--- src/aspc_pkg.sv ---
package aspc_pkg;

	// ==========================================================
	// register map
	localparam int ADDR_W = 3;
	localparam int BAUD_W = 13;
	localparam logic [2:0] OFS_CTRL1 = 3'h0;
	localparam logic [2:0] OFS_CTRL2 = 3'h1;
	localparam logic [2:0] OFS_STAT1 = 3'h2;
	localparam logic [2:0] OFS_CTRL3 = 3'h3;
	localparam logic [2:0] OFS_DATA = 3'h4;
	localparam logic [2:0] OFS_BAUDH = 3'h5;
	localparam logic [2:0] OFS_BAUDL = 3'h6;
	localparam logic [2:0] OFS_STAT2 = 3'h7;
	localparam logic [7:0] CTRL_RST = 8'h00;
	localparam logic [7:0] BAUDL_RST = 8'h00;
	localparam logic [4:0] BAUDH_RST = 5'h00;
	localparam int C3_TX9_BIT = 6;
	localparam int EDGE_BIT = 7;

	// ==========================================================
	// field layouts, msb first
	typedef struct packed {
		logic loop_select;
		logic stop_in_wait;
		logic receiver_source;
		logic nine_bit;
		logic wake_sel;
		logic idle_type;
		logic parity_on;
		logic parity_odd;
	} aspc_ctrl1_t;

	typedef struct packed {
		logic tx_empty_irq_enable;
		logic tx_done_irq_enable;
		logic rx_full_irq_enable;
		logic idle_irq_enable;
		logic tx_on;
		logic rx_on;
		logic rx_wake;
		logic send_break;
	} aspc_ctrl2_t;

	typedef struct packed {
		logic tx_empty_flag;
		logic tx_done_flag;
		logic rx_full_flag;
		logic idle_flag;
		logic overrun_flag;
		logic noise_flag;
		logic framing_error_flag;
		logic parity_error_flag;
	} aspc_stat1_t;

	typedef struct packed {
		logic [8:0] data;
		logic noise;
		logic framing;
		logic parity_err;
	} aspc_rx_frame_t;

	// ==========================================================
	// framing: 16 sub-bit ticks per bit, majority of samples 7..9
	localparam logic [3:0] PH_ZERO = 4'h0;
	localparam logic [3:0] PH_FIRST = 4'h1;
	localparam logic [3:0] PH_LAST = 4'hF;
	localparam logic [3:0] SMP_A = 4'h7;
	localparam logic [3:0] SMP_B = 4'h8;
	localparam logic [3:0] SMP_C = 4'h9;
	localparam logic [3:0] LAST_BIT8 = 4'h7;
	localparam logic [3:0] LAST_BIT9 = 4'h8;
	localparam logic [3:0] FRAME_BITS8 = 4'hA;
	localparam logic [3:0] FRAME_BITS9 = 4'hB;
	localparam logic [7:0] IDLE_TICKS8 = 8'h9F;
	localparam logic [7:0] IDLE_TICKS9 = 8'hAF;
	localparam logic [8:0] PAR_SPAN8 = 9'h07F;
	localparam logic [8:0] PAR_SPAN9 = 9'h0FF;
	localparam logic [8:0] CHK_SPAN8 = 9'h0FF;
	localparam logic [8:0] CHK_SPAN9 = 9'h1FF;

endpackage : aspc_pkg

--- src/aspc_core.sv ---
// Added by the designer: the strobed register port and the register addresses.
`timescale 1ns/1ps
`default_nettype none
module aspc_core import aspc_pkg::*; #(
	parameter int DIV_W = BAUD_W
) (
	input wire logic clock_i,
	input wire logic resetn_i,
	input wire logic [ADDR_W-1:0] addr_i,
	input wire logic [7:0] wdata_i,
	input wire logic wr_i,
	input wire logic rd_i,
	output logic [7:0] rdata_o,
	input wire logic rxd_i,
	input wire logic txd_i,
	output logic txd_o,
	output logic txd_oe_o,
	input wire logic wait_mode_i
);

	if (DIV_W < 1 || DIV_W > BAUD_W) begin : g_div_check
		$error("divisor width out of range");
	end

	typedef enum logic {T_IDLE, T_SHIFT} aspc_tx_state_t;

	aspc_ctrl1_t serial_control_one_reg;
	aspc_ctrl2_t serial_control_two_reg;
	aspc_stat1_t stat_reg;
	logic tx_ninth_reg;
	logic rx_ninth_reg;
	logic rx_edge_reg;
	logic [4:0] baud_hi_reg;
	logic [7:0] baud_lo_reg;
	logic [7:0] tx_buf_reg;
	logic [7:0] rx_buf_reg;
	logic arm_reg;
	logic idle_block_reg;
	logic rx_prev_reg;
	aspc_tx_state_t tx_state_reg;
	logic [10:0] tx_frame_reg;
	logic [3:0] tx_left_reg;
	logic [3:0] tx_phase_reg;

	logic run;
	logic tick;
	logic rx_src;
	logic rx_done;
	logic rx_idle;
	aspc_rx_frame_t rx_frame;
	logic wr_data;
	logic rd_data;
	logic rd_stat;
	logic clr_seq;
	logic xfer;
	logic tx_load;
	logic tx_finish;
	logic [8:0] tx_word;
	logic [12:0] divisor_full;

	// ==========================================================
	// decode and clocking
	assign wr_data = wr_i && addr_i == OFS_DATA;
	assign rd_data = rd_i && addr_i == OFS_DATA;
	assign rd_stat = rd_i && addr_i == OFS_STAT1;
	assign clr_seq = rd_data && arm_reg;
	assign xfer = rx_done && !stat_reg.rx_full_flag;
	assign run = !(serial_control_one_reg.stop_in_wait && wait_mode_i);
	assign divisor_full = {baud_hi_reg, baud_lo_reg};

	// receiver input: pin, own shifter, or the shared transmit wire
	always_comb begin
		if (!serial_control_one_reg.loop_select)
			rx_src = rxd_i;
		else if (serial_control_one_reg.receiver_source)
			rx_src = txd_i;
		else
			rx_src = txd_o;
	end

	aspc_baud #(
		.DIV_W(DIV_W)
	) u_baud (
		.clock_i(clock_i),
		.resetn_i(resetn_i),
		.run_i(run),
		.divisor_i(divisor_full[DIV_W-1:0]),
		.tick_o(tick)
	);

	aspc_rx u_rx (
		.clock_i(clock_i),
		.resetn_i(resetn_i),
		.tick_i(tick),
		.rxd_i(rx_src),
		.enable_i(serial_control_two_reg.rx_on),
		.nine_i(serial_control_one_reg.nine_bit),
		.par_on_i(serial_control_one_reg.parity_on),
		.par_odd_i(serial_control_one_reg.parity_odd),
		.done_o(rx_done),
		.frame_o(rx_frame),
		.idle_o(rx_idle)
	);

	// ==========================================================
	// control registers
	always_ff @(posedge clock_i) begin
		if (!resetn_i) begin
			serial_control_one_reg <= CTRL_RST;
			serial_control_two_reg <= CTRL_RST;
			tx_ninth_reg <= 1'b0;
			baud_hi_reg <= BAUDH_RST;
			baud_lo_reg <= BAUDL_RST;
			tx_buf_reg <= 8'h00;
		end else if (wr_i) begin
			case (addr_i)
				OFS_CTRL1: serial_control_one_reg <= wdata_i;
				OFS_CTRL2: serial_control_two_reg <= wdata_i;
				OFS_CTRL3: tx_ninth_reg <= wdata_i[C3_TX9_BIT];
				OFS_BAUDH: baud_hi_reg <= wdata_i[4:0];
				OFS_BAUDL: baud_lo_reg <= wdata_i;
				OFS_DATA: tx_buf_reg <= wdata_i;
				default: ;
			endcase
		end
	end

	// ==========================================================
	// receive flags; a new character into an empty buffer wins over a clear in the same cycle
	always_ff @(posedge clock_i) begin
		if (!resetn_i) begin
			arm_reg <= 1'b0;
		end else if (rd_data) begin
			arm_reg <= 1'b0;
		end else if (rd_stat && (stat_reg.rx_full_flag || stat_reg.idle_flag ||
				stat_reg.overrun_flag)) begin
			arm_reg <= 1'b1;
		end
	end

	always_ff @(posedge clock_i) begin
		if (!resetn_i) begin
			stat_reg.rx_full_flag <= 1'b0;
			stat_reg.noise_flag <= 1'b0;
			stat_reg.framing_error_flag <= 1'b0;
			stat_reg.parity_error_flag <= 1'b0;
			rx_buf_reg <= 8'h00;
			rx_ninth_reg <= 1'b0;
		end else if (xfer) begin
			stat_reg.rx_full_flag <= 1'b1;
			stat_reg.noise_flag <= rx_frame.noise;
			stat_reg.framing_error_flag <= rx_frame.framing;
			stat_reg.parity_error_flag <= rx_frame.parity_err;
			rx_buf_reg <= rx_frame.data[7:0];
			rx_ninth_reg <= rx_frame.data[8];
		end else if (clr_seq) begin
			stat_reg.rx_full_flag <= 1'b0;
			stat_reg.noise_flag <= 1'b0;
			stat_reg.framing_error_flag <= 1'b0;
			stat_reg.parity_error_flag <= 1'b0;
		end
	end

	always_ff @(posedge clock_i) begin
		if (!resetn_i)
			stat_reg.overrun_flag <= 1'b0;
		else if (rx_done && stat_reg.rx_full_flag)
			stat_reg.overrun_flag <= 1'b1;
		else if (clr_seq)
			stat_reg.overrun_flag <= 1'b0;
	end

	// idle stays down after its clear until a character lands
	always_ff @(posedge clock_i) begin
		if (!resetn_i) begin
			stat_reg.idle_flag <= 1'b0;
			idle_block_reg <= 1'b0;
		end else begin
			if (rx_idle && !idle_block_reg)
				stat_reg.idle_flag <= 1'b1;
			else if (clr_seq)
				stat_reg.idle_flag <= 1'b0;
			if (xfer)
				idle_block_reg <= 1'b0;
			else if (clr_seq && stat_reg.idle_flag)
				idle_block_reg <= 1'b1;
		end
	end

	// active edge is the falling one, seen in and out of frames
	always_ff @(posedge clock_i) begin
		if (!resetn_i) begin
			rx_prev_reg <= 1'b1;
			rx_edge_reg <= 1'b0;
		end else begin
			rx_prev_reg <= rx_src;
			if (serial_control_two_reg.rx_on && rx_prev_reg && !rx_src)
				rx_edge_reg <= 1'b1;
			else if (wr_i && addr_i == OFS_STAT2 && wdata_i[EDGE_BIT])
				rx_edge_reg <= 1'b0;
		end
	end

	// ==========================================================
	// transmitter
	always_comb begin
		tx_word = {tx_ninth_reg, tx_buf_reg};
		if (!serial_control_one_reg.nine_bit)
			tx_word[8] = 1'b1;
		if (serial_control_one_reg.parity_on) begin
			if (serial_control_one_reg.nine_bit)
				tx_word[8] = ^(tx_word & PAR_SPAN9) ^ serial_control_one_reg.parity_odd;
			else
				tx_word[7] = ^(tx_word & PAR_SPAN8) ^ serial_control_one_reg.parity_odd;
		end
	end

	// a frozen transmitter must not start a frame that it cannot clock out
	assign tx_load = serial_control_two_reg.tx_on && tx_state_reg == T_IDLE &&
		!stat_reg.tx_empty_flag && run;
	assign tx_finish = tx_state_reg == T_SHIFT && tick && tx_phase_reg == PH_LAST &&
		tx_left_reg == 4'h1;

	always_ff @(posedge clock_i) begin
		if (!resetn_i) begin
			tx_state_reg <= T_IDLE;
			tx_frame_reg <= 11'h7FF;
			tx_left_reg <= 4'h0;
			tx_phase_reg <= PH_ZERO;
		end else begin
			case (tx_state_reg)
				T_IDLE: begin
					if (tx_load) begin
						tx_state_reg <= T_SHIFT;
						tx_frame_reg <= {1'b1, tx_word, 1'b0};
						tx_left_reg <= serial_control_one_reg.nine_bit ?
							FRAME_BITS9 : FRAME_BITS8;
						tx_phase_reg <= PH_ZERO;
					end
				end
				T_SHIFT: begin
					if (tick) begin
						tx_phase_reg <= tx_phase_reg + PH_FIRST;
						if (tx_phase_reg == PH_LAST) begin
							tx_frame_reg <= {1'b1, tx_frame_reg[10:1]};
							tx_left_reg <= tx_left_reg - 4'h1;
							if (tx_left_reg == 4'h1)
								tx_state_reg <= T_IDLE;
						end
					end
				end
				default: tx_state_reg <= T_IDLE;
			endcase
		end
	end

	// flags work whether or not their enables are set
	always_ff @(posedge clock_i) begin
		if (!resetn_i) begin
			stat_reg.tx_empty_flag <= 1'b1;
			stat_reg.tx_done_flag <= 1'b1;
		end else begin
			if (wr_data)
				stat_reg.tx_empty_flag <= 1'b0;
			else if (tx_load)
				stat_reg.tx_empty_flag <= 1'b1;
			if (wr_data)
				stat_reg.tx_done_flag <= 1'b0;
			else if (tx_finish && stat_reg.tx_empty_flag)
				stat_reg.tx_done_flag <= 1'b1;
		end
	end

	// break holds the line low only between frames
	always_ff @(posedge clock_i) begin
		if (!resetn_i) begin
			txd_o <= 1'b1;
			txd_oe_o <= 1'b0;
		end else begin
			txd_oe_o <= serial_control_two_reg.tx_on;
			if (tx_state_reg == T_SHIFT)
				txd_o <= tx_frame_reg[0];
			else
				txd_o <= !(serial_control_two_reg.tx_on && serial_control_two_reg.send_break);
		end
	end

	// ==========================================================
	// read port, data one cycle after the strobe
	always_ff @(posedge clock_i) begin
		if (!resetn_i) begin
			rdata_o <= 8'h00;
		end else if (rd_i) begin
			case (addr_i)
				OFS_CTRL1: rdata_o <= serial_control_one_reg;
				OFS_CTRL2: rdata_o <= serial_control_two_reg;
				OFS_STAT1: rdata_o <= stat_reg;
				OFS_CTRL3: rdata_o <= {rx_ninth_reg, tx_ninth_reg, 6'h00};
				OFS_DATA: rdata_o <= rx_buf_reg;
				OFS_BAUDH: rdata_o <= {3'h0, baud_hi_reg};
				OFS_BAUDL: rdata_o <= baud_lo_reg;
				OFS_STAT2: rdata_o <= {rx_edge_reg, 7'h00};
				default: rdata_o <= 8'h00;
			endcase
		end else begin
			rdata_o <= 8'h00;
		end
	end

	// ==========================================================
	// checks
	rx_clear_a: assert property (@(posedge clock_i) disable iff (!resetn_i)
		clr_seq && !rx_done |=> !stat_reg.rx_full_flag) else $error("rx full not cleared");

	err_with_full_a: assert property (@(posedge clock_i) disable iff (!resetn_i)
		$rose(stat_reg.noise_flag) || $rose(stat_reg.framing_error_flag) ||
		$rose(stat_reg.parity_error_flag) |->
		$rose(stat_reg.rx_full_flag)) else $error("error flag without rx full");

	overrun_drop_a: assert property (@(posedge clock_i) disable iff (!resetn_i)
		rx_done && stat_reg.rx_full_flag && !clr_seq |=>
		stat_reg.overrun_flag && $stable(rx_buf_reg)) else $error("overrun kept data");

	idle_hold_a: assert property (@(posedge clock_i) disable iff (!resetn_i)
		idle_block_reg && !stat_reg.idle_flag && !xfer |=> !stat_reg.idle_flag)
		else $error("idle set again before a character");

	edge_set_a: assert property (@(posedge clock_i) disable iff (!resetn_i)
		serial_control_two_reg.rx_on && rx_prev_reg && !rx_src |=> rx_edge_reg)
		else $error("edge flag missed");

	ctrl_reset_a: assert property (@(posedge clock_i)
		!resetn_i |=> serial_control_one_reg == CTRL_RST) else $error("control one reset");

endmodule : aspc_core
`default_nettype wire

--- src/aspc_baud.sv ---
`timescale 1ns/1ps
`default_nettype none
module aspc_baud #(
	parameter int DIV_W = 13
) (
	input wire logic clock_i,
	input wire logic resetn_i,
	input wire logic run_i,
	input wire logic [DIV_W-1:0] divisor_i,
	output logic tick_o
);

	// ==========================================================
	// one tick per divisor cycles, sixteen ticks per bit
	logic [DIV_W-1:0] count_reg;

	always_ff @(posedge clock_i) begin
		if (!resetn_i) begin
			count_reg <= '0;
			tick_o <= 1'b0;
		end else begin
			tick_o <= 1'b0;
			if (divisor_i == '0) begin
				count_reg <= '0;
			end else if (run_i) begin
				if (count_reg >= divisor_i - DIV_W'(1)) begin
					count_reg <= '0;
					tick_o <= 1'b1;
				end else begin
					count_reg <= count_reg + DIV_W'(1);
				end
			end
		end
	end

	baud_off_a: assert property (@(posedge clock_i) disable iff (!resetn_i)
		divisor_i == '0 |=> !tick_o) else $error("tick with zero divisor");

	baud_freeze_a: assert property (@(posedge clock_i) disable iff (!resetn_i)
		!run_i |=> !tick_o) else $error("tick while frozen");

endmodule : aspc_baud
`default_nettype wire

--- src/aspc_rx.sv ---
`timescale 1ns/1ps
`default_nettype none
module aspc_rx import aspc_pkg::*; (
	input wire logic clock_i,
	input wire logic resetn_i,
	input wire logic tick_i,
	input wire logic rxd_i,
	input wire logic enable_i,
	input wire logic nine_i,
	input wire logic par_on_i,
	input wire logic par_odd_i,
	output logic done_o,
	output aspc_rx_frame_t frame_o,
	output logic idle_o
);

	typedef enum logic [1:0] {R_IDLE, R_START, R_DATA, R_STOP} aspc_rx_state_t;

	aspc_rx_state_t state_reg;
	logic [3:0] phase_reg;
	logic [3:0] bit_reg;
	logic s7_reg;
	logic s8_reg;
	logic noise_reg;
	logic [8:0] data_reg;
	logic [7:0] idle_cnt_reg;
	logic idle_arm_reg;
	logic maj;
	logic disagree;
	logic [3:0] last_bit;
	logic [8:0] chk_span;

	assign maj = (s7_reg & s8_reg) | (s7_reg & rxd_i) | (s8_reg & rxd_i);
	assign disagree = !((s7_reg == s8_reg) && (s8_reg == rxd_i));
	assign last_bit = nine_i ? LAST_BIT9 : LAST_BIT8;
	assign chk_span = nine_i ? CHK_SPAN9 : CHK_SPAN8;

	// ==========================================================
	// frame receiver
	always_ff @(posedge clock_i) begin
		if (!resetn_i) begin
			state_reg <= R_IDLE;
			phase_reg <= PH_ZERO;
			bit_reg <= 4'h0;
			s7_reg <= 1'b1;
			s8_reg <= 1'b1;
			noise_reg <= 1'b0;
			data_reg <= 9'h000;
			done_o <= 1'b0;
			frame_o <= '0;
		end else begin
			done_o <= 1'b0;
			if (!enable_i) begin
				state_reg <= R_IDLE;
				phase_reg <= PH_ZERO;
			end else if (tick_i) begin
				phase_reg <= phase_reg + PH_FIRST;
				if (phase_reg == SMP_A)
					s7_reg <= rxd_i;
				if (phase_reg == SMP_B)
					s8_reg <= rxd_i;
				case (state_reg)
					R_IDLE: begin
						phase_reg <= PH_ZERO;
						if (!rxd_i) begin
							state_reg <= R_START;
							phase_reg <= PH_FIRST;
							noise_reg <= 1'b0;
							data_reg <= 9'h000;
						end
					end
					R_START: begin
						if (phase_reg == SMP_C) begin
							if (maj)
								state_reg <= R_IDLE;
							noise_reg <= disagree;
						end else if (phase_reg == PH_LAST) begin
							state_reg <= R_DATA;
							bit_reg <= 4'h0;
						end
					end
					R_DATA: begin
						if (phase_reg == SMP_C) begin
							data_reg[bit_reg] <= maj;
							noise_reg <= noise_reg | disagree;
						end else if (phase_reg == PH_LAST) begin
							if (bit_reg == last_bit)
								state_reg <= R_STOP;
							bit_reg <= bit_reg + 4'h1;
						end
					end
					R_STOP: begin
						if (phase_reg == SMP_C) begin
							// resync early so a back-to-back start is not missed
							state_reg <= R_IDLE;
							done_o <= 1'b1;
							frame_o.data <= data_reg;
							frame_o.noise <= noise_reg | disagree;
							frame_o.framing <= !maj;
							frame_o.parity_err <= par_on_i &&
								((^(data_reg & chk_span)) != par_odd_i);
						end
					end
					default: state_reg <= R_IDLE;
				endcase
			end
		end
	end

	// ==========================================================
	// idle line: one whole frame of high after some activity
	always_ff @(posedge clock_i) begin
		if (!resetn_i) begin
			idle_cnt_reg <= 8'h00;
			idle_arm_reg <= 1'b0;
			idle_o <= 1'b0;
		end else begin
			idle_o <= 1'b0;
			if (state_reg != R_IDLE || !rxd_i || !enable_i) begin
				idle_cnt_reg <= 8'h00;
				if (state_reg != R_IDLE)
					idle_arm_reg <= 1'b1;
			end else if (tick_i && idle_arm_reg) begin
				if (idle_cnt_reg == (nine_i ? IDLE_TICKS9 : IDLE_TICKS8)) begin
					idle_o <= 1'b1;
					idle_arm_reg <= 1'b0;
					idle_cnt_reg <= 8'h00;
				end else begin
					idle_cnt_reg <= idle_cnt_reg + 8'h01;
				end
			end
		end
	end

	done_pulse_a: assert property (@(posedge clock_i) disable iff (!resetn_i)
		done_o |=> !done_o) else $error("frame done longer than one cycle");

endmodule : aspc_rx
`default_nettype wire

--- config.mk ---
export PLATFORM = sky130hd
export DESIGN_NAME = aspc_core
export DESIGN_NICKNAME = d
export VERILOG_FILES = /design/src/aspc_pkg.sv /design/src/aspc_core.sv /design/src/aspc_baud.sv /design/src/aspc_rx.sv
export SDC_FILE = /design/constraint.sdc
export NUM_CORES = 1
export LEC_CHECK = 0
export BUFFER_PORTS_ARGS = -buffer_cell sky130_fd_sc_hd__clkbuf_2
export CORE_MARGIN = 4
export CORE_UTILIZATION = 58
export CTS_BUF_LIST = sky130_fd_sc_hd__clkbuf_4
export CTS_CLUSTER_SIZE = 12
export DETAILED_ROUTE_END_ITERATION = 10
export GPL_ROUTABILITY_DRIVEN = 0
export PLACE_DENSITY = 0.78
export SLEW_MARGIN = 10
export SYNTH_ARGS = -nofsm -noshare
export SYNTH_HDL_FRONTEND = slang
export SYNTH_SLANG_ARGS = --single-unit
--- constraint.sdc ---
create_clock -name clock_i -period 2.74 [get_ports clock_i]
set_clock_uncertainty 0.1 [all_clocks]
set_input_delay 0.548 -clock clock_i [delete_from_list [all_inputs] [get_ports clock_i]]
set_output_delay 0.548 -clock clock_i [all_outputs]
set_load 0.005 [all_outputs]
# Yosys cells after proc, flatten, opt, wreduce, memory -nomap -nowiden
# Index checks and enable logic that the tools add are counted.
# W data, S select, Z words.
dict set report totals {
  regBits 148
  inputBits 18
  out_inout_bits 10
  word_cells 273
}
dict set report classes {
  add_sub_neg 7
  magnitude_cmp 3
  n_eq_ne 36
  muxes 75
  bitwise_logic 12
  reduce_logical 82
}
# operator count
set ops {}
lappend ops {{$pmux W8 S8} 1}
lappend ops {{$mux W4} 11}
lappend ops {{$mux W1} 33}
lappend ops {{$mux W11} 3}
lappend ops {{$mux W9} 3}
lappend ops {{$reduce_xor A9 Y1} 3}
lappend ops {{$logic_and A1 B1 Y1} 26}
lappend ops {{$pmux W4 S2} 3}
lappend ops {{$pmux W11 S2} 1}
lappend ops {{$reduce_bool A2 Y1} 11}
lappend ops {{$mux W2} 9}
lappend ops {{$pmux W9 S2} 1}
lappend ops {{$reduce_and A2 Y1} 9}
lappend ops {{$eq A4 B4 Y1 const B} 4}
lappend ops {{$ne A2 B1 Y1 const B} 8}
lappend ops {{$add A13 B1 Y13 const B} 1}
lappend ops {{$ge A13 B13 Y1} 1}
lappend ops {{$logic_not A13 Y1} 1}
lappend ops {{$mux W13} 1}
lappend ops {{$sub A13 B1 Y13 const B} 1}
lappend ops {{$add A4 B1 Y4 const B} 3}
lappend ops {{$eq A3 B3 Y1 const B} 4}
lappend ops {{$reduce_and A3 Y1} 4}
lappend ops {{$ne A2 B2 Y1 const B} 5}
lappend ops {{41 further kinds} 68}

# Logic depth before layout (Yosys ltp)
# Gate-level depths: netlist of the first run.
dict set report logic_depth {
  depth_word 8
  mapped_depth 14
  depth_no_buf 12
}

# By module
# From an unflattened synthesis of the first run, not the netlist that was laid out.
dict set report unflattened {
  hier_cells 874
  area_unflattened_um2 7385.8
}
# module instances cells_per_inst area_per_inst_um2 seq_area_each_um2
set modules_own_cells {}
lappend modules_own_cells {aspc_core 1 459 3817.4 1761.7}
lappend modules_own_cells {aspc_rx 1 278 2431.1 900.9}
lappend modules_own_cells {aspc_baud 1 137 1137.3 280.3}

# Worst setup path before layout of the first run
# Ideal clock, no wire load.
dict set report synth_path {
  path_kind {flip-flop to flip-flop}
  startpoint {register baud_lo_reg[0]}
  endpoint {register u_baud.count_reg[10]}
  arrival_ns 2.547
  required_time_ns 2.519
  setup_slack_ns -0.028
  stages_incl_launch_ff 13
  period_less_slack_ns 2.768
  cell_sequence {dfxtp_1 nor3_2 nor3b_2 nand2b_1 or3_4 and2_1 ha_1 nand2_1 or3_1 a21oi_1 o31a_1 buf_2 nor3_1}
}
dict set report synth_between {
  elab_chain_cells 3
}
# element line
set synth_lines {}
lappend synth_lines {{from (decl)} aspc_core.sv:34} ;# logic [7:0] baud_lo_reg;
lappend synth_lines {{from (signal assigned)} aspc_core.sv:121} ;# OFS_BAUDL: baud_lo_reg <= wdata_i;
lappend synth_lines {{$sub A13 B1 Y13} aspc_baud.sv:26} ;# if (count_reg >= divisor_i - DIV_W'(1)) begin
lappend synth_lines {{$ge A13 B13 Y1} aspc_baud.sv:26}
lappend synth_lines {{$mux W13} aspc_baud.sv:26}
lappend synth_lines {{to (signal assigned)} aspc_baud.sv:30} ;# count_reg <= count_reg + DIV_W'(1);
lappend synth_lines {{to (decl)} aspc_baud.sv:15} ;# logic [DIV_W-1:0] count_reg;
# Parallel ways exist; a longest one is shown, timed or not.
# A chain may end at the register's enable or synchronous reset.

# Worst setup path in the final report of the first run
dict set report layout_path {
  startpoint {register baud_lo_reg[0]}
  endpoint {register u_baud.count_reg[11]}
}
# Same word-level chain as after synthesis.

==> key figures, run 1 <==
Pwr
  – Share of power burned in registers: 0.529
  – Worst vdd ir: between 400 and 500 µV
  – Internal power: roughly 3100 µW
  – Clock share of power: 0.393
  – Comb power frac: 0.078
  – Total power: 4115 µW
  – Static Leak: 0.003164 µW
  – NetSw: 998.5 µW
  – Pwr dens: just under 500 nW/µm²
  – Sw frac: 0.2427

Global route
  – Vias in the first global route: between 5000 and 6000
  – Remaining Overflow, GRT: 0
  – Initial antenna violation count: 0
  – GR Util All Layers: 0.2379
  – First-pass GRT wire length: around 28000 µm
  – Largest net degree at the start of global routing: 43

Worst setup path
  – Beginning of the critical path: baud_lo_reg[0]
  – Startpoint Class: flip-flop
  – R2R cell count: 13
  – CP Capture Type: flip-flop
  – Worst-path fanout max: 6
  – Crit path kind: reg2reg
  – Arr. time, crit path: 3.33 ns
  – Flop2flop setup slack: -0.19 ns
  – Worst-path cell chain: inv_1 > ha_2 > nand3_2 > or3_4 > xor2_1 > ha_1 > a21oi_2 > o21ai_1 > a41oi_2 > a21oi_4 > o31a_1 > buf_6 > nor3_2
  – Worst path max stage delay: between 0.3 and 0.4 ns
  – Worst path depth: 13
  – Data required time at the worst endpoint: ~3.1 ns
  – CP bufs+invs: 2
  – Crit path max-delay cell type: dfxtp_2
  – FF-to-FF Start: baud_lo_reg[0]
  – CP delay by family, top: compound AO/OA/AOI/OAI gates
  – Worst R2R End: u_baud.count_reg[11]

Floorplan
  – DIE WIDTH: between 100 and 150 µm
  – Row cnt: 41
  – IO Pins: 28
  – Die H: roughly 120 µm
  – Die Area: approximately 15000 µm²
  – CORE AREA: 12570 µm²
  – Initial Util: 0.5893

Logic synthesis
  – Post-synthesis sequential area ratio: 0.3973
  – Synthesized cell area: 7407 µm²
  – #FFs+latches synth: roughly 150
  – Yosys warning total: 0
  – Mean Syn Cell Area: 8.504 µm²
  – Net Count, Synth: just over 900
  – Async set or reset register ratio after synthesis: 0
  – Cell variety after synth: 66
  – Post-Syn Instances: just under 900
  – Most used DFF post-synth: dfxtp_1
  – Post-synth EDFFs: 0

Drt
  – Vias/cell: roughly 5.6
  – Via count: about 6200
  – Final WL: around 17000 µm
  – DR iter-0 viols: between 500 and 600
  – Final ANT Viol Nets: 0
  – WL/cell: 15.54 µm
  – Drt pass-1 iters: 5
  – DRC errors left: 0

Clock tree
  – Number of hold-repair buffers added at the cts stage: 0
  – Cts bufs inserted: 17
  – Longest Clk Path Bufs: 2
  – H-tree depth: 4
  – Root Driver: clkbuf_4
  – TritonCTS sink count: ~150
  – Clock slew at reported path FFs: about 0.13 ns
  – CTS tree: built
  – Skew-Pair Late Insertion Delay: roughly 0.57 ns

Final layout
  – P&R area growth vs syn: 13.09%
  – Diode count: 0
  – Final nets: a little under 1000
  – Largest register FFs: 13
  – Fill cells: between 1000 and 1500
  – Layout cells sized above 1: 0.1627
  – Utilization after layout: 0.6665

Min path
  – HP Class: in2reg
  – Hold depth: 3
  – Hold Crit Endpoint: baud_lo_reg[6]
  – Worst Min Path Start: wdata_i[6]

STA
  – Final number of setup-violating endpoints: 14
  – Slew HR: 0.4591
  – Max Fclk: roughly 340 MHz
  – Period utilization: 1.069
  – Final Critical Period: 2.929 ns
  – Fin. max-slew vios: 0
  – Final hold vios: 0
  – Setup ws final: -0.1888 ns
  – Worst-Margin Slew: a little over 0.8 ns
  – RSZ-0062 raised after global routing: true

Run status
  – Status: finished, violations left
  – Violated checks: setup timing

Placed design
  – Port Buffers: 27
  – DP HPWL: ~12000 µm
  – Pre-CTS WS: -0.1186 ns

Run
  – Max cap viols: 0
==> stage by stage <==
step                setup TNS [ns]  hold WS, ns  std cells  cell area [µm²]
detailed placement          -1.216       0.3564       1061             7821
finish                      -2.336       0.1874       1100             8377
global route                -4.086       0.1519       1100             8377
CTS                        -0.8453       0.1596       1098             8258
floorplan                        0       0.3352        871             7421
global placement           -0.3948       0.3502       1061             7821
==> how the worst max path moves through the flow <==
stage                     slack [ns]              endpoint
after floorplan                 0.03  u_baud.count_reg[11]
after global placement         -0.04   u_baud.count_reg[6]
after detailed placement       -0.12   u_baud.count_reg[4]
after CTS                      -0.08   u_baud.count_reg[3]
after global routing           -0.32   u_baud.count_reg[6]
final                          -0.19  u_baud.count_reg[11]
==> area by class of cell <==
| type | instances | area, µm² | share of cell area |
|---|---|---|---|
| Multi-Input combinational cell | 657 | 4335 | 0.5176 |
| Clock inverter | 14 | 211.5 | 0.02524 |
| Inverter | 26 | 97.59 | 0.01165 |
| Timing Repair Buffer | 66 | 435.4 | 0.05198 |
| Sequential cell | 147 | 2947 | 0.3518 |
| Clock buffer | 18 | 135.1 | 0.01613 |
| Tap cell | 172 | 215.2 | 0.02569 |
==> synth_stat cells, types with 3 or more instances <==
library cell  count  area, µm²
ha_1             32      400.4
a21boi_0         57      427.9
nand2b_1          8      50.05
nor2b_1          20      125.1
nand3_1          34      170.2
xnor2_1          33      289.0
nor2_1           59      221.5
and2_1           13      81.33
nand4_1          19      118.9
nand4b_1          3      26.28
nand2_1         164      615.6
dfxtp_1         147       2943
o22a_1            3      26.28
or3_1             5      31.28
o311ai_0          3      26.28
mux2_2            7      78.83
nor3b_1           4      30.03
and3_1            7      43.79
mux2i_1          28      280.3
o21a_1            4      30.03
a22oi_1           6      45.04
buf_2             6      30.03
a31oi_1           4      25.02
a21oi_1          23      115.1
inv_1            25      93.84
xor2_1           17      148.9
clkbuf_1         29      108.9
nor3_1           18      90.09
nor4_1            6      37.54
o21ai_0          31      155.2
o211ai_1          9      67.56
==> logic make-up (layout without fill, tap and decap cells) <==
kind of cell / Yosys count / after routing / share of synthesized area
XOR/XNOR: 50 / 50 / 0.05912
buffers and inverters: 67 / 124 / 0.03801
adder cells (fa/ha/maj): 32 / 32 / 0.05405
flip-flops: 147 / 147 / 0.3973
multiplexers: 37 / 37 / 0.05456
AO/OA/AOI/OAI: 161 / 161 / 0.1524
AND/OR/NAND/NOR: 377 / 377 / 0.2446
==> worst reg2reg max path, cell delays in order (launching register included) <==
cell and delay, ns:
dfxtp_2 0.36, inv_1 0.09, ha_2 0.19, nand3_2 0.07, or3_4 0.36, xor2_1 0.15
ha_1 0.33, a21oi_2 0.15, o21ai_1 0.09, a41oi_2 0.21, a21oi_4 0.08, o31a_1 0.34
buf_6 0.15, nor3_2 0.17
==> power by group through the flow <==
stage	Combinational [µW]	Sequential, µW	Clock (µW)
5_1_grt	351	2180	1730
6_report	322	2180	1620
3_3_place_gp	281	2220	0
2_1_floorplan	199	2220	0
4_1_cts	301	2180	1640
3_5_place_dp	286	2220	0
==> cell usage in the layout, fill, tap and decap left out, types with 3 or more instances in the layout <==
master,netlist,layout
a21boi_0,57,57
a21oi_1,23,20
a22oi_1,6,6
a31oi_1,4,4
and2_1,13,12
and3_1,7,7
buf_4,2,37
bufinv_16,0,5
clkbuf_2,0,27
clkbuf_4,0,18
clkinvlp_4,0,4
dfxtp_1,147,144
dfxtp_2,0,3
ha_1,32,29
inv_1,25,25
mux2_2,7,7
mux2i_1,28,28
nand2_1,164,162
nand2b_1,8,8
nand3_1,34,34
nand4_1,19,19
nand4b_1,3,3
nor2_1,59,58
nor2b_1,20,20
nor3_1,18,7
nor3_2,1,11
nor3b_1,4,4
nor4_1,6,6
o211ai_1,9,9
o21a_1,4,4
o21ai_0,31,30
o22a_1,3,3
o311ai_0,3,3
or3_4,1,4
xnor2_1,33,32
xor2_1,17,17
==> what timing repair did <==
action                     4_1_cts  5_1_grt
setup buffers                    4        2
gates cloned                     1        0
resized for setup               12       24
hold endpoints to repair         0        0
setup endpoints to repair       14       14
pin swaps                        0        9
==> per-layer routing <==
metal	wire length, µm	track usage	up-vias
li1	-	-	3098
met1	7582	0.2963	2913
met2	8139	0.3953	143
met3	849	0.05688	44
met4	518	0.09773	0
met5	0	0	-
No activity file was read; power rests on OpenSTA's default activity.
==> run 2: changes to the inputs <==
- BUFFER_PORTS_ARGS: -buffer_cell sky130_fd_sc_hd__clkbuf_2 -> -buffer_cell sky130_fd_sc_hd__buf_2
- CAP_MARGIN: unset -> 25
==> key figures, run 2 (same netlist as run 1, synthesis figures left out) <==
Worst setup path
  – Worst-path cell chain: nor3_4 > nor3b_2 > buf_4 > buf_4 > buf_4 > buf_4 > buf_4 > xnor2_2 > ha_2 > nand2_1 > or3_1 > a21oi_2 > o31a_1 > buf_6 > nor3_1
  – Crit-path most repeated cell: buf_4
  – Crit path max-delay cell type: dfxtp_2
  – Worst path max stage delay: 0.41 ns (+0.05 ns)
  – CP delay by family, top: buffers and inverters
  – CP bufs+invs: 6 (+4)
  – Startpoint Class: flip-flop
  – Crit path kind: reg2reg
  – CP Capture Type: flip-flop
  – Worst-path fanout max: 6 (unchanged)
  – Data required time at the worst endpoint: 3.07 ns (-0.07 ns)
  – Arr. time, crit path: 3.27 ns (-0.06 ns)

STA
  – Final hold vios: 0 (unchanged)
  – Period utilization: 1.072 (+0.003181)
  – Max Fclk: 340.4 MHz (-0.30%)
  – Slew HR: 0.4210 (-0.03813)
  – Accumulated negative setup slack: -2.166 ns (+0.1695 ns)
  – Fin. max-slew vios: 0 (unchanged)
  – Setup ws final: -0.1975 ns (-0.008717 ns)
  – Worst-Margin Slew: 0.8667 ns (+0.05707 ns)
  – Final number of setup-violating endpoints: 12 (-2)
  – RSZ-0062 raised after global routing: true
  – Final Critical Period: 2.937 ns (+0.008717 ns)

Clock tree
  – Clock slew at reported path FFs: 0.15 ns (+0.02 ns)
  – Longest Clk Path Bufs: 2 (unchanged)
  – Number of hold-repair buffers added at the cts stage: 0 (unchanged)
  – Root Driver: clkbuf_4
  – H-tree depth: 4 (unchanged)
  – CTS tree: built
  – Skew-Pair Late Insertion Delay: 0.59 ns (+0.02 ns)
  – Cts bufs inserted: 17 (unchanged)
  – TritonCTS sink count: 147 (unchanged)

Run
  – Max cap viols: 0 (unchanged)

Pwr
  – Worst vdd ir: 274.9 µV (-32%)
  – Static Leak: 0.003099 µW (-2.0%)
  – Pwr dens: 458.8 nW/µm² (-6.6%)
  – Total power: 3786 µW (-8.0%)

Floorplan
  – Die H: 121.0 µm (unchanged)
  – Initial Util: 0.5893 (unchanged)
  – IO Pins: 28 (unchanged)
  – Row cnt: 41 (unchanged)
  – CORE AREA: 12570 µm² (unchanged)
  – DIE WIDTH: 121.0 µm (unchanged)
  – Die Area: 14640 µm² (unchanged)

Run status
  – Violated checks: setup timing
  – Status: finished, violations left

Drt
  – Drt pass-1 iters: 5 (unchanged)
  – DR iter-0 viols: 409 (-22%)
  – Via count: 6216 (+0.29%)
  – Final WL: 17060 µm (-0.18%)
  – Vias/cell: 5.677 (+0.75%)
  – WL/cell: 15.58 µm (+0.27%)
  – Final ANT Viol Nets: 0 (unchanged)
  – DRC errors left: 0 (unchanged)

Placed design
  – Port Buffers: 27 (unchanged)
  – Pre-CTS WS: -0.07180 ns (+0.04682 ns)
  – Placed Instances: 1055 (-0.57%)
  – DP HPWL: 11980 µm (-1.4%)

Final layout
  – Commonest non-fill, non-tap cell in the layout: nand2_1
  – Non-filler cells, final: 1095 (-0.45%)
  – Layout cells sized above 1: 0.1538 (-0.008869)
  – Diode count: 0 (unchanged)
  – Utilization after layout: 0.6564 (-0.01006)
  – Largest register FFs: 13 (unchanged)
  – Most frequent cells in the layout: 163 x nand2_1, 144 x dfxtp_1, 59 x nor2_1
  – P&R area growth vs syn: 11.39%
  – Final nets: 960 (-0.52%)

Global route
  – Initial antenna violation count: 1 (+1)
  – First-pass GRT wire length: 28010 µm (+0.57%)
  – Largest net degree at the start of global routing: 41 (-4.7%)
  – GR Util All Layers: 0.2388 (+0.0008952)
  – Vias in the first global route: 5795 (+0.91%)
  – Remaining Overflow, GRT: 0 (unchanged)

Min path
  – HP Class: in2reg
-- run 2: repair_timing --
action                                  CTS  global route
gates resized for setup                  13            21
endpoints found under the setup margin   12            14
setup buffers                             4             3
pin swaps                                 0             9
cloned                                    1             0
-- run 2: layout make-up --
class / count / area, µm²
clock buffer: 18 / 135.1
clock inverter: 14 / 133.9
fill: 1059 / 4318
inverter: 26 / 97.59
multi-input combinational: 657 / 4319
sequential: 147 / 2952
tap: 172 / 215.2
timing repair buffer: 61 / 397.9
-- run 2: worst paths after layout --
| path | from | endpoint | slack [ns] | depth (start not counted) |
|---|---|---|---|---|
| worst min-delay path | wdata_i[6] | serial_control_two_reg[6] | 0.17 | 3 |
| worst max-delay path | baud_lo_reg[2] | u_baud.count_reg[12] | -0.20 | 15 |
| worst min register to register | u_rx.frame_o[7] | rx_buf_reg[4] | 0.36 | 2 |
| worst max register to register | baud_lo_reg[2] | u_baud.count_reg[12] | -0.20 | 15 |
-- run 2: tightest hold or removal path: cells and delay by family --
kind,cells,cell delay (ns)
buffers and inverters,1,0.14
and+or+nand+nor,1,0.06
AOI/OAI and AO/OA,1,0.06
-- run 2: power by group --
group | internal [µW] | total [µW] | switching [µW]
sequential | 2150 | 2170 | 20.1
combinational | 137 | 318 | 181
clock | 465 | 1290 | 828
-- run 2: stage by stage --
step | cell area [µm²] | hold WS, ns
5_1_grt | 8250 | 0.1393
4_1_cts | 8135 | 0.1437
6_report | 8250 | 0.1722
3_5_place_dp | 7776 | 0.3552
2_1_floorplan | 7421 | 0.3352
3_3_place_gp | 7776 | 0.3486
-- run 2: routing by layer --
layer,GRT usage,vias up,wire (µm)
li1,-,3088,-
met1,0.3021,2959,7683
met2,0.4033,132,8331
met3,0.05501,35,704
met4,0.07649,2,332
met5,0,-,7
==> run 3: changes to the inputs <==
- CORE_UTILIZATION: 58 -> 61
- PLACE_DENSITY: 0.78 -> 0.79
- SYNTH_HIERARCHICAL: unset -> 1
- clock period: 2.74 -> 2.9 ns (I/O delays scaled with it)
==> key figures, run 3 <==
Worst setup path
  – Worst-path cell chain: or4_4 > or4_4 > nor2_4 > xnor2_2 > ha_4 > nand4_1 > nor2_2 > o211ai_1 > nand4b_1 > buf_6 > nor2_2
  – Worst path max stage delay: 0.52 ns (+0.11 ns)
  – Data required time at the worst endpoint: 3.25 ns (+0.18 ns)
  – Startpoint Class: flip-flop
  – CP Capture Type: flip-flop
  – Worst-path fanout max: 6 (unchanged)
  – Crit path kind: reg2reg
  – Flop2flop setup slack: -0.05 ns (+0.15 ns)
  – Arr. time, crit path: 3.30 ns (+0.03 ns)
  – Crit path max-delay cell type: or4_4

Min path
  – HP Class: in2reg

Final layout
  – Most frequent cells in the layout: 160 x nand2_1, 146 x dfxtp_1, 83 x a21oi_1
  – Final nets: 951 (-0.94%)
  – Fill cells: 964 (-9.0%)
  – Largest register FFs: 13 (unchanged)
  – Layout cells sized above 1: 0.1402 (-0.01365)
  – P&R area growth vs syn: 8.758%
  – Commonest non-fill, non-tap cell in the layout: nand2_1
  – Diode count: 0 (unchanged)

Logic synthesis
  – Cell taking the most area after synthesis: dfxtp_1
  – #FFs+latches synth: 147 (unchanged)
  – Cell variety after synth: 70 (+6.1%)
  – Yosys warning total: 6 (+6)
  – Most frequent cells after synthesis: 161 x nand2_1, 147 x dfxtp_1, 83 x a21oi_1, 72 x nor2_1, 34 x nand3_1
  – Mean Syn Cell Area: 8.451 µm² (-0.63%)
  – Post-synth EDFFs: 0 (unchanged)
  – Post-synthesis sequential area ratio: 0.3984 (+0.001144)
  – Net Count, Synth: 925 (+0.43%)
  – Top cells by area, synth: dfxtp_1 40%, nand2_1 8.2%, a21oi_1 5.6%, ha_1 5.6%, xnor2_1 3.7%
  – Synthesized cell area: 7386 µm² (-0.29%)
  – Post-Syn Instances: 874 (+0.34%)
  – Yosys top cell area share: 0.3984 (+0.001144)
  – Async set or reset register ratio after synthesis: 0 (unchanged)
  – Top-count cell post-synth: nand2_1
  – Most used DFF post-synth: dfxtp_1

Pwr
  – Pwr dens: 461.3 nW/µm² (+0.52%)
  – NetSw: 950.5 µW (-7.6%)
  – Internal power: 2755 µW (about the same)
  – Comb power frac: 0.079 (-0.005)
  – Sw frac: 0.2565 (-0.01527)
  – Share of power burned in registers: 0.555 (-0.019)
  – Clock share of power: 0.366 (+0.024)
  – Static Leak: 0.002966 µW (-4.3%)
  – Worst vdd ir: 228.0 µV (-17%)

STA
  – Setup ws final: -0.05208 ns (+0.1454 ns)
  – RSZ-0062 raised after global routing: true
  – Fin. max-slew vios: 0 (unchanged)
  – Worst-Margin Slew: 0.8806 ns (+0.01386 ns)
  – Slew HR: 0.4129 (-0.008049)
  – Accumulated negative setup slack: -0.5513 ns (+1.615 ns)
  – Period utilization: 1.018 (-0.05412)
  – Max Fclk: 338.7 MHz (-0.49%)
  – Final number of setup-violating endpoints: 12 (unchanged)
  – Hold Slack: 0.1890 ns (+0.01680 ns)
  – Final hold vios: 0 (unchanged)
  – Final Critical Period: 2.952 ns (+0.01459 ns)

Run status
  – Violated checks: setup timing
  – Status: finished, violations left

Drt
  – Final ANT Viol Nets: 0 (unchanged)
  – Via count: 6334 (+1.9%)
  – Final WL: 17500 µm (+2.6%)
  – WL/cell: 16.57 µm (+6.4%)
  – Vias/cell: 5.998 (+5.7%)
  – DRC errors left: 0 (unchanged)
  – Drt pass-1 iters: 5 (unchanged)
  – DR iter-0 viols: 497 (+22%)

Global route
  – Largest net degree at the start of global routing: 52 (+27%)
  – Remaining Overflow, GRT: 0 (unchanged)
  – Vias in the first global route: 6103 (+5.3%)
  – First-pass GRT wire length: 29310 µm (+4.6%)
  – GR Util All Layers: 0.2543 (+0.01541)
  – Initial antenna violation count: 0 (-1)

Run
  – Max cap viols: 0 (unchanged)

Floorplan
  – Die H: 118.0 µm (-2.5%)
  – CORE AREA: 11610 µm² (-7.6%)
  – IO Pins: 28 (unchanged)
  – Die Area: 13930 µm² (-4.9%)
  – Initial Util: 0.6360 (+0.04661)
  – DIE WIDTH: 118.0 µm (-2.5%)
  – Row cnt: 39 (-4.9%)

Clock tree
  – Longest Clk Path Bufs: 2 (unchanged)
  – Clock slew at reported path FFs: 0.13 ns (-0.02 ns)
  – CTS tree: built
  – TritonCTS sink count: 147 (unchanged)
  – Cts bufs inserted: 17 (unchanged)
  – Root Driver: clkbuf_4
  – Skew-Pair Late Insertion Delay: 0.57 ns (-0.02 ns)
  – H-tree depth: 4 (unchanged)

Placed design
  – DP HPWL: 12510 µm (+4.4%)
  – Port Buffers: 27 (unchanged)
-- run 3: cell types whose count changed after synthesis, moves of 9 or more --
cell      delta
a21boi_0    -49
nor2b_1     -13
clkbuf_1    -12
a211oi_1    +13
nand2b_1     +9
a21boi_1    +10
a21oi_1     +60
nor2_1      +13
-- run 3: cell type report --
cell class	instances	area [µm²]	area share
Multi-Input combinational cell	664	4249	0.5290
Sequential cell	147	2944	0.3665
Timing Repair Buffer	44	266.5	0.03318
Tap cell	143	178.9	0.02227
Clock inverter	14	161.4	0.02009
Clock buffer	18	135.1	0.01682
Inverter	26	97.59	0.01215
-- run 3: path summary, 6_finish.rpt --
| path | start | to | cells past startpoint |
|---|---|---|---|
| max | baud_lo_reg[5] | u_baud/count_reg[2] | 11 |
| max reg2reg | baud_lo_reg[5] | u_baud/count_reg[2] | 11 |
| min | wdata_i[4] | serial_control_two_reg[4] | 3 |
| min reg2reg | u_rx/frame_o[8] | rx_buf_reg[5] | 2 |
-- run 3: power by group through the flow --
stage / Clock (µW) / Sequential, µW / Combinational (µW)
finish: 1350 / 2060 / 292
global placement: 0 / 2100 / 247
global route: 1470 / 2060 / 318
CTS: 1380 / 2060 / 263
floorplan: 0 / 2100 / 186
detailed placement: 0 / 2100 / 258
-- run 3: kinds of logic (layout without fill, tap and decap cells) --
kind of cell    after synthesis  after routing  synth area share
buf+inv                      63            102           0.04082
compound gates              187            187            0.1606
fa+ha+maj                    33             33           0.05590
flops                       147            147            0.3984
simple gates                371            371            0.2483
xor+xnor                     50             50           0.06115
mux                          23             23           0.03473
-- run 3: stage by stage --
stage / cell area [µm²] / cells / power [µW] / worst slack [ns] / utilization
2_1_floorplan: 7395 / 874 / 2282 / 0.004840 / -
3_3_place_gp: 7610 / 1021 / 2348 / 0.06090 / 0.6552
3_5_place_dp: 7610 / 1021 / 2360 / -0.1162 / 0.6552
4_1_cts: 7921 / 1053 / 3698 / 0.001186 / 0.6821
5_1_grt: 8033 / 1056 / 3854 / -0.1926 / 0.6917
6_report: 8033 / 1056 / 3705 / -0.05208 / 0.6917
-- run 3: worst max-delay path: cells and delay by family (launching register included) --
family	cells	cell delay, ns
AOI/OAI and AO/OA	1	0.13
xor gates and xnor gates	1	0.10
adders and majority gates	1	0.30
buffers and inverters	1	0.16
DFF	1	0.34
and+or+nand+nor	7	1.70
-- run 3: what timing repair did --
item | CTS | global route
pin swaps | 1 | 3
hold buffers | 0 | 0
resized for setup | 3 | 23
setup buffers | 0 | 2
endpoints found under the setup margin | 12 | 12
gates cloned | 0 | 1
-- run 3: metal layers --
metal | global-route usage | vias up | wire [µm]
li1 | - | 3082 | -
met1 | 0.3129 | 3016 | 7350
met2 | 0.4333 | 197 | 8694
met3 | 0.05718 | 39 | 1008
met4 | 0.09817 | 0 | 444
met5 | 0 | - | 0
